## src/fc_control_defs.vh

```
// register offsets, field positions, command and state codes for the function-code control
`ifndef FC_CONTROL_DEFS_VH
`define FC_CONTROL_DEFS_VH
// register byte offsets
`define OFF_CMD 8'h00
`define OFF_STATUS 8'h04
`define OFF_ACT_STAT 8'h08
`define OFF_PAS_STAT 8'h0C
`define OFF_OUT_CODE 8'h10
// command word fields
`define CMD_OP_HI 15
`define CMD_OP_LO 12
`define CMD_ARG_HI 7
`define CMD_ARG_LO 0
// host command opcodes
`define OP_LOAD_ACT 4'h1
`define OP_LOAD_PAS 4'h2
`define OP_CLR_ACT_IRQ 4'h3
`define OP_CLR_PAS_IRQ 4'h4
`define OP_SET_MODE 4'h5
`define OP_ENABLE 4'h6
`define OP_DISABLE 4'h7
`define OP_RESET 4'h8
// exchange bus command codes
`define XCMD_ENABLE 5'h01
`define XCMD_DISABLE 5'h02
`define XCMD_RESET 5'h03
// status word bit positions
`define ST_ACT_FREE 0
`define ST_PAS_FREE 1
`define ST_ACT_IRQ 2
`define ST_PAS_IRQ 3
`define ST_LOCKED 4
`define ST_ENABLED 5
`define ST_IN_REQ 6
`define ST_IN_ACK 7
`define ST_MODE_LO 8
`define ST_OUT_PEND 12
// address queue entries
`define AQ_ACT_PORT 2'h0
`define AQ_PAS_PORT 2'h1
`define AQ_ACT_BUS 2'h2
`define AQ_PAS_BUS 2'h3
// reset values
`define RST_MODE 4'h0
`define RST_ENABLED 1'b1
// loader states
`define LD_IDLE 3'h0
`define LD_DECIDE 3'h1
`define LD_HOLD 3'h2
`define LD_REL 3'h3
`endif

```

## src/function_code_command_control.v

```verilog
// command, status and function-code control front end of the bus interface unit
//
// Added by the designer: register access over AHB-Lite and the address map.
`timescale 1ns/1ns
`default_nettype none
`include "fc_control_defs.vh"
module function_code_command_control #(
  parameter CODE_W = 5
) (
  // clock, reset, enable
  input wire hclk,
  input wire hresetn,
  input wire ce,
  // ahb-lite slave
  input wire hsel,
  input wire [31:0] haddr,
  input wire [1:0] htrans,
  input wire hwrite,
  input wire [2:0] hsize,
  input wire [31:0] hwdata,
  input wire hready,
  output wire hreadyout,
  output wire hresp,
  output reg [31:0] hrdata,
  // exchange bus receiver and transmitter
  input wire xb_write,
  input wire [CODE_W-1:0] xb_code,
  input wire xb_chan_select,
  input wire xb_lock_on,
  output wire xb_input_locked,
  input wire xb_tx_won,
  output reg xb_tx_send,
  output reg [CODE_W-1:0] xb_tx_code,
  output wire xb_tx_pending,
  // firmware directives
  input wire fw_update_status,
  input wire fw_status_passive,
  input wire [31:0] fw_data,
  input wire fw_set_irq,
  input wire fw_release_input,
  input wire fw_load_output,
  // control store address bus
  input wire store_ready,
  output reg store_valid,
  output reg [1:0] store_entry,
  output reg [CODE_W-1:0] store_address_bus,
  // interrupts and control lines
  output reg active_ready_irq,
  output reg passive_request_irq,
  output reg decode_bus_control,
  output reg input_request,
  output reg input_acknowledge,
  output reg input_reg_release,
  output reg enabled,
  output reg [3:0] mode
);
  // internal state, queue entries and decode terms
  reg wr_pend, input_reg_locked, in_chan, in_lock_on, grant_any, out_pend, unit_reset, bus_accept;
  reg [1:0] last_served, grant_idx, bus_target;
  reg [2:0] ld_state;
  reg [3:0] exec_req, host_load, bus_load, grant_clr;
  reg [7:0] wr_addr;
  reg [31:0] act_status, pas_status, status_word;
  reg [CODE_W-1:0] in_code, out_code;
  reg [CODE_W-1:0] aq_code [0:3];
  wire addr_phase, io_write_strobe;
  wire [3:0] cmd_op;
  wire [CODE_W-1:0] cmd_code;
  integer k;
  // zero wait states; a frozen clock stretches the data phase instead of losing it
  assign hreadyout = ce;
  assign hresp = 1'b0;
  assign addr_phase = hsel & htrans[1] & hready;
  // command decode is timed by the data phase of a selected write
  assign io_write_strobe = wr_pend & ce;
  assign cmd_op = hwdata[`CMD_OP_HI:`CMD_OP_LO];
  assign cmd_code = hwdata[CODE_W-1:0];
  assign xb_input_locked = input_reg_locked;
  assign xb_tx_pending = out_pend;
  always @*
  begin
    status_word = 32'h00000000;
    status_word[`ST_ACT_FREE] = ~exec_req[`AQ_ACT_PORT];
    status_word[`ST_PAS_FREE] = ~exec_req[`AQ_PAS_PORT];
    status_word[`ST_ACT_IRQ] = active_ready_irq;
    status_word[`ST_PAS_IRQ] = passive_request_irq;
    status_word[`ST_LOCKED] = input_reg_locked;
    status_word[`ST_ENABLED] = enabled;
    status_word[`ST_IN_REQ] = input_request;
    status_word[`ST_IN_ACK] = input_acknowledge;
    status_word[`ST_MODE_LO+3:`ST_MODE_LO] = mode;
    status_word[`ST_OUT_PEND] = out_pend;
  end
  // host command decode
  always @*
  begin
    host_load = 4'h0;
    unit_reset = 1'b0;
    if (io_write_strobe && wr_addr == `OFF_CMD)
    begin
      // a load into a busy register is dropped; the host must poll the free bits
      if (cmd_op == `OP_LOAD_ACT && !exec_req[`AQ_ACT_PORT])
        host_load[`AQ_ACT_PORT] = 1'b1;
      if (cmd_op == `OP_LOAD_PAS && !exec_req[`AQ_PAS_PORT])
        host_load[`AQ_PAS_PORT] = 1'b1;
      if (cmd_op == `OP_RESET)
        unit_reset = 1'b1;
    end
    if (ld_state == `LD_DECIDE && !in_chan && in_lock_on && in_code == `XCMD_RESET)
      unit_reset = 1'b1;
  end
  // loader acceptance of an exchange bus code
  always @*
  begin
    bus_target = in_chan ? `AQ_ACT_BUS : `AQ_PAS_BUS;
    bus_accept = 1'b0;
    bus_load = 4'h0;
    if (ld_state == `LD_DECIDE && !(!in_chan && in_lock_on) && enabled
        && !exec_req[bus_target])
    begin
      bus_accept = 1'b1;
      bus_load[bus_target] = 1'b1;
    end
  end
  // rotating arbiter: search starts just after the last served entry
  always @*
  begin
    grant_any = 1'b0;
    grant_idx = last_served;
    for (k = 4; k >= 1; k = k - 1)
    begin
      if (exec_req[last_served + k[1:0]])
      begin
        grant_any = 1'b1;
        grant_idx = last_served + k[1:0];
      end
    end
    grant_clr = 4'h0;
    if (grant_any && store_ready && ce)
      grant_clr[grant_idx] = 1'b1;
  end
  // ahb address and data phases
  always @(posedge hclk or negedge hresetn)
  begin
    if (!hresetn)
    begin
      wr_pend <= 1'b0;
      wr_addr <= 8'h00;
      hrdata <= 32'h00000000;
    end
    else if (ce)
    begin
      wr_pend <= addr_phase & hwrite;
      wr_addr <= haddr[7:0];
      if (addr_phase && !hwrite)
      begin
        // read data only for selected reads; unmapped addresses read zero
        if (haddr[7:0] == `OFF_STATUS)
          hrdata <= status_word;
        else if (haddr[7:0] == `OFF_ACT_STAT)
          hrdata <= act_status;
        else if (haddr[7:0] == `OFF_PAS_STAT)
          hrdata <= pas_status;
        else if (haddr[7:0] == `OFF_OUT_CODE)
          hrdata <= {{(32-CODE_W){1'b0}}, out_code};
        else
          hrdata <= 32'h00000000;
      end
      else
        hrdata <= 32'h00000000;
    end
  end
  // mode, enable and interrupt lines
  always @(posedge hclk or negedge hresetn)
  begin
    if (!hresetn)
    begin
      mode <= `RST_MODE;
      enabled <= `RST_ENABLED;
      active_ready_irq <= 1'b0;
      passive_request_irq <= 1'b0;
      act_status <= 32'h00000000;
      pas_status <= 32'h00000000;
    end
    else if (ce)
    begin
      if (io_write_strobe && wr_addr == `OFF_CMD)
      begin
        if (cmd_op == `OP_SET_MODE)
          mode <= hwdata[3:0];
        if (cmd_op == `OP_ENABLE)
          enabled <= 1'b1;
        if (cmd_op == `OP_DISABLE)
          enabled <= 1'b0;
        if (cmd_op == `OP_CLR_ACT_IRQ)
          active_ready_irq <= 1'b0;
        if (cmd_op == `OP_CLR_PAS_IRQ)
          passive_request_irq <= 1'b0;
      end
      if (ld_state == `LD_DECIDE && !in_chan && in_lock_on)
      begin
        if (in_code == `XCMD_ENABLE)
          enabled <= 1'b1;
        if (in_code == `XCMD_DISABLE)
          enabled <= 1'b0;
      end
      if (unit_reset)
      begin
        active_ready_irq <= 1'b0;
        passive_request_irq <= 1'b0;
      end
      // a set in the same cycle as a clear wins
      if (fw_set_irq && fw_data[0])
        active_ready_irq <= 1'b1;
      if (fw_set_irq && fw_data[1])
        passive_request_irq <= 1'b1;
      if (fw_update_status && !fw_status_passive)
        act_status <= fw_data;
      if (fw_update_status && fw_status_passive)
        pas_status <= fw_data;
    end
  end
  // exchange bus receiver: input register, lock and request
  always @(posedge hclk or negedge hresetn)
  begin
    if (!hresetn)
    begin
      input_reg_locked <= 1'b0;
      in_code <= {CODE_W{1'b0}};
      in_chan <= 1'b0;
      in_lock_on <= 1'b0;
      input_request <= 1'b0;
    end
    else if (ce)
    begin
      if (input_reg_release)
        input_reg_locked <= 1'b0;
      else if (xb_write && !input_reg_locked)
      begin
        in_code <= xb_code;
        in_chan <= xb_chan_select;
        in_lock_on <= xb_lock_on;
        input_reg_locked <= 1'b1;
        input_request <= 1'b1;
      end
      else if (input_acknowledge)
        input_request <= 1'b0;
    end
  end
  // address queue loader
  always @(posedge hclk or negedge hresetn)
  begin
    if (!hresetn)
    begin
      ld_state <= `LD_IDLE;
      input_acknowledge <= 1'b0;
      input_reg_release <= 1'b0;
      decode_bus_control <= 1'b0;
    end
    else if (ce)
    begin
      input_acknowledge <= input_request;
      decode_bus_control <= 1'b0;
      case (ld_state)
        `LD_IDLE:
          if (input_acknowledge && !input_request)
            ld_state <= `LD_DECIDE;
        `LD_DECIDE:
          if (!in_chan && in_lock_on)
          begin
            decode_bus_control <= 1'b1;
            ld_state <= `LD_REL;
          end
          else if (bus_accept)
            ld_state <= `LD_HOLD;
          else
            ld_state <= `LD_REL;
        `LD_HOLD:
          if (fw_release_input)
            ld_state <= `LD_REL;
        `LD_REL:
          if (input_reg_release && !input_reg_locked)
          begin
            input_reg_release <= 1'b0;
            ld_state <= `LD_IDLE;
          end
          else
            input_reg_release <= 1'b1;
        default:
          ld_state <= `LD_IDLE;
      endcase
    end
  end
  // per-entry code registers and execute request flags
  genvar g;
  generate
    for (g = 0; g < 4; g = g + 1)
    begin : aq_entry
      always @(posedge hclk or negedge hresetn)
      begin
        if (!hresetn)
        begin
          aq_code[g] <= {CODE_W{1'b0}};
          exec_req[g] <= 1'b0;
        end
        else if (ce)
        begin
          if (host_load[g])
            aq_code[g] <= cmd_code;
          else if (bus_load[g])
            aq_code[g] <= in_code;
          if (host_load[g] || bus_load[g])
            exec_req[g] <= 1'b1;
          else if (grant_clr[g] || unit_reset)
            exec_req[g] <= 1'b0;
        end
      end
    end
  endgenerate

  // multiplex switch onto the store address bus
  always @(posedge hclk or negedge hresetn)
  begin
    if (!hresetn)
    begin
      last_served <= 2'h3;
      store_valid <= 1'b0;
      store_entry <= 2'h0;
      store_address_bus <= {CODE_W{1'b0}};
    end
    else if (ce)
    begin
      store_valid <= 1'b0;
      if (grant_any && store_ready)
      begin
        last_served <= grant_idx;
        store_valid <= 1'b1;
        store_entry <= grant_idx;
        store_address_bus <= aq_code[grant_idx];
      end
    end
  end

  // output code register
  always @(posedge hclk or negedge hresetn)
  begin
    if (!hresetn)
    begin
      out_pend <= 1'b0;
      out_code <= {CODE_W{1'b0}};
      xb_tx_send <= 1'b0;
      xb_tx_code <= {CODE_W{1'b0}};
    end
    else if (ce)
    begin
      xb_tx_send <= 1'b0;
      if (out_pend && xb_tx_won)
      begin
        xb_tx_send <= 1'b1;
        xb_tx_code <= out_code;
      end
      // a new load in the winning cycle keeps the register pending
      if (fw_load_output)
      begin
        out_code <= fw_data[CODE_W-1:0];
        out_pend <= 1'b1;
      end
      else if ((out_pend && xb_tx_won) || unit_reset)
        out_pend <= 1'b0;
    end
  end

endmodule
`default_nettype wire

```

## config.mk

```make
export PLATFORM = sky130hd
export DESIGN_NAME = function_code_command_control
export DESIGN_NICKNAME = d
export VERILOG_FILES = /design/src/function_code_command_control.v
export VERILOG_INCLUDE_DIRS = /design/src
export SDC_FILE = /design/constraint.sdc
export NUM_CORES = 1
export LEC_CHECK = 0
export BUFFER_PORTS_ARGS = -buffer_cell sky130_fd_sc_hd__buf_2
export CAP_MARGIN = 10
export CORE_MARGIN = 8
export CORE_UTILIZATION = 40
export DETAILED_ROUTE_END_ITERATION = 10
export PLACE_DENSITY_LB_ADDON = 0.3
export SKIP_LAST_GASP = 1
export SLEW_MARGIN = 20
export SYNTH_ARGS = -nofsm -noshare
export SYNTH_HDL_FRONTEND = slang
export SYNTH_SLANG_ARGS = --single-unit
```

## constraint.sdc

```tcl
create_clock -name hclk -period 2.5 [get_ports hclk]
set_clock_uncertainty 0.1 [all_clocks]
set_input_delay 0 -clock hclk [delete_from_list [all_inputs] [get_ports hclk]]
set_output_delay 0 -clock hclk [all_outputs]
set_load 0.1 [all_outputs]
```

==> flow_summary_export.csv <==
group,metric,value,unit
status,outcome,"complete, but fails checks",
status,failed_checks,"hold timing",
pwr,ir_drop,0.512,mV
global_route,groute.layer.met3.usage,4.37,%
detailed_routing,drt_pass1_iterations,4,
worst_setup_path,critPathLaunch,"wr_addr[5]$_DFFE_PN0P_",
placed_design,gp_routability_congestion,0.809,
sta,fin_tns_setup,0,ns
synth,synth_largest_type_area_fraction,56.1,%
global_route,use_met1,21.7,%
global_route,first_pass_grt_wire_length,32500,µm
synth,synth_cell_types,53,
detailed_routing,drt_wl_total,19800,µm
synth,postSynth.asyncResetShare,100,%
final_layout,multiInputGateArea,2910,µm²
synth,synth.yosys.seq_area_share,57.2,%
synth,yosys_register_bits,172,
synth,syn_std_cell_area,7530,µm²
detailed_routing,vias_per_cell,5.36,
synth,synthMostInstantiatedCell,"sky130_fd_sc_hd__dfrtp_1",
cts,setup_buffers_after_cts,0,
detailed_routing,routed-via-count,5702,
global_route,gr-max-usage-layer,"met2",
sta,worst-slew-pin-transition,0.645,ns
sta,timing.final.max_slew_violations,0,
sta,worst_slew_margin_rel,56.9,%
placed_design,io_buffer_count,130,
pwr,comb_power_share,26.4,%
sta,maximum_clock_rate,436,MHz
global_route,overflow,0,
cts,clk_latency_worst_skew_pair,0.42,ns
detailed_routing,number_of_design_rule_violations_left_after_detail_routing,0,
synth,syn-instance-count,621,
pwr,clockPowerShare,31.9,%
pwr,p_sw_share,35.7,%
final_layout,regArea,4310,µm²
worst_setup_path,cp.arrival,2.50,ns
synth,main_area_contributors_after_synthesis,"sky130_fd_sc_hd__dfrtp_1 (56%), sky130_fd_sc_hd__mux2_2 (17%), sky130_fd_sc_hd__o21ai_0 (2.5%)",
synth,yosysTopAreaCell,"sky130_fd_sc_hd__dfrtp_1",
detailed_routing,avgRoutedWirePerCell,18.6,µm
die,die_height,153,µm
global_route,grt_pass1_vias,6213,
run,number_of_max_capacitance_violations_reported,0,
die,chipWidth,153,µm
final_layout,fin_nets,943,
hold_path,holdCritPathClass,"primary input to async pin",
pwr,cellPowerDensity,913,nW/µm²
synth,synth-edff-count,0,
worst_setup_path,critical_path_required,2.70,ns
final_layout,fillers,1604,
pwr,switchingPower,3.19,mW
placed_design,placed_area,8490,µm²
placed_design,detailedPlacementHpwl,14000,µm
pwr,cell_internal_pwr,5.74,mW
sta,report.final.hold_viol_count,7,
final_layout,antenna_cells,0,
global_route,grtUsageTotal,17.2,%
cts,cts.root.buffer_cell,"sky130_fd_sc_hd__clkbuf_16",
sta,grt_setup_unrepaired,"false",
pwr,p_total,8.92,mW
sta,period_minus_slack,2.30,ns
pwr,sequentialPowerShare,41.7,%
global_route,groute.layer.met2.usage,28.8,%
worst_setup_path,critical_path_class,"flop to flop",
pwr,power_leakage,4.44,nW
cts,cts.htree.levels,4,
worst_setup_path,r2r_start,"wr_addr[5]$_DFFE_PN0P_",
cts,cts_tree,"yes",
cts,clkSlewWorstSetupHoldPaths,0.07,ns
final_layout,finalInstanceArea,9770,µm²
die,initial_utilization,40.6,%
worst_setup_path,crit_fanout,4,
synth,synth_nets,748,
synth,synth.yosys.warnings,0,
detailed_routing,route.antenna.remaining_nets,0,
die,core-area,18600,µm²
synth,post_synth.cell_area_avg,12.1,µm²
cts,tritoncts.num_buffers,17,
final_layout,layout-drive-gt1-share,36.8,%
final_layout,finalCoreUtilization,52.6,%
die,core.rowCount,50,
cts,clock_tree.buffer_depth,2,
detailed_routing,starting_drt_drc_count,306,
sta,fin_hold_ws,-0.0137,ns
synth,ys_dominant_reg_cell,"sky130_fd_sc_hd__dfrtp_1",
sta,timing.final.crit_share,91.8,%
die,die_area,23500,µm²
final_layout,syn_to_final_growth,29.6,%
worst_setup_path,setup.worst_path.start_class,"flop",
worst_setup_path,critical_path.endpoint_type,"flop",
sta,final.setup.worst_slack,0.204,ns
synth,synth_commonest_cells,"sky130_fd_sc_hd__dfrtp_1 (169), sky130_fd_sc_hd__mux2_2 (113), sky130_fd_sc_hd__inv_1 (47)",
cts,cts.sink_count,172,
placed_design,dpl_worst_slack,0.331,ns
die,number_of_i_o_pins,183,
global_route,grt_max_degree,65,
global_route,antenna_found_initial,0,
sta,final-setup-viol-count,0,
[cell usage in the layout (no fill, tap or decap), types with 4 or more instances in the layout]
cell type / Yosys / layout
sky130_fd_sc_hd__o211ai_1: 13 / 13
sky130_fd_sc_hd__buf_4: 7 / 12
sky130_fd_sc_hd__a221o_1: 4 / 4
sky130_fd_sc_hd__a21boi_0: 4 / 4
sky130_fd_sc_hd__clkbuf_16: 0 / 17
sky130_fd_sc_hd__nand4_1: 4 / 4
sky130_fd_sc_hd__inv_8: 0 / 5
sky130_fd_sc_hd__dfrtp_1: 169 / 169
sky130_fd_sc_hd__dlygate4sd3_1: 0 / 64
sky130_fd_sc_hd__ha_1: 5 / 5
sky130_fd_sc_hd__o21ai_0: 38 / 37
sky130_fd_sc_hd__nand3_1: 11 / 11
sky130_fd_sc_hd__o31ai_1: 7 / 7
sky130_fd_sc_hd__mux2_2: 113 / 113
sky130_fd_sc_hd__nor2b_1: 5 / 5
sky130_fd_sc_hd__a21oi_1: 18 / 18
sky130_fd_sc_hd__mux2_4: 5 / 5
sky130_fd_sc_hd__inv_1: 47 / 47
sky130_fd_sc_hd__o22ai_1: 20 / 20
sky130_fd_sc_hd__nand2_1: 25 / 25
sky130_fd_sc_hd__a22oi_1: 20 / 20
sky130_fd_sc_hd__buf_2: 4 / 129
sky130_fd_sc_hd__nor2_1: 30 / 30
[power groups by stage]
stage / Sequential [mW] / Clock [mW] / Combinational, mW
finish: 3.72 / 2.85 / 2.35
global route: 3.79 / 3.02 / 2.51
CTS: 3.71 / 2.90 / 2.37
detailed placement: 3.76 / 0 / 2.29
global placement: 3.72 / 0 / 2.21
floorplan: 4.42 / 0 / 0.976
[per-stage QoR]
stage               hold slack [ns]  std cells
floorplan                    -0.396        621
global placement             -0.119        967
detailed placement           -0.106        967
CTS                         0.00889       1063
global route                 0.0320       1063
finish                      -0.0137       1063
[critical path, cell delays in order, from the launching register on]
cell	delay, ns
sky130_fd_sc_hd__dfrtp_1	0.39
sky130_fd_sc_hd__nor4_2	0.35
sky130_fd_sc_hd__nand4b_1	0.26
sky130_fd_sc_hd__o21ai_1	0.23
sky130_fd_sc_hd__o21ai_0	0.10
sky130_fd_sc_hd__a22o_1	0.19
sky130_fd_sc_hd__dlygate4sd3_1	0.55
[flip-flops by register name (all words and copies together) (netlist names), 2 cells and up]
name / cells
in_code: 5
pas_status: 32
wr_addr: 8
store_address_bus: 5
aq_code: 20
xb_tx_code: 5
last_served: 2
act_status: 32
hrdata: 32
out_code: 5
mode: 4
ld_state: 2
exec_req: 4
store_entry: 2
[final timing paths]
check                                             end  slack [ns]  cells after the start
hold / removal                 in_code[2]$_DFFE_PN0P_       -0.01                      2
setup / recovery            xb_tx_pending$_DFFE_PN0P_        0.20                      6
hold reg to reg            store_entry[1]$_DFFE_PN0P_        0.40                      2
max in group asynchronous         enabled$_DFFE_PN1P_        1.58                      3
setup reg to reg            xb_tx_pending$_DFFE_PN0P_        0.20                      6
min in group hclk                 wr_pend$_DFFE_PN0P_        0.03                      3
[routing by layer]
| metal | wire [µm] | vias to the layer above |
|---|---|---|
| li1 | - | 2619 |
| met1 | 8820 | 2878 |
| met2 | 9630 | 183 |
| met3 | 1130 | 22 |
| met4 | 226 | 0 |
| met5 | 0 | - |
[timing repair]
item / 4_1_cts / 5_1_grt
hold endpoints to repair: 275 / 0
gates resized for setup: 0 / 1
setup endpoints to repair: 0 / 1
hold buffers: 64 / 0
[layout make-up]
class                   instances  area share (%)
multi-input cells             369            29.7
repair buffers                209            14.8
inverters                      47            1.81
flip-flops and latches        172            44.1
clock buffers                  18            4.50
well taps                     234            3.00
clock inverters                14            2.04
[logic make-up after synthesis]
| kind of cell | count (synthesis) | synth area share, % |
|---|---|---|
| mux | 121 | 18.3 |
| buf+inv | 80 | 4.50 |
| other cells | 1 | 0.0498 |
| simple gates | 103 | 7.27 |
| flops | 172 | 57.2 |
| compound gates | 139 | 11.9 |
| fa+ha+maj | 5 | 0.830 |
(Power assumes the default switching activity.)
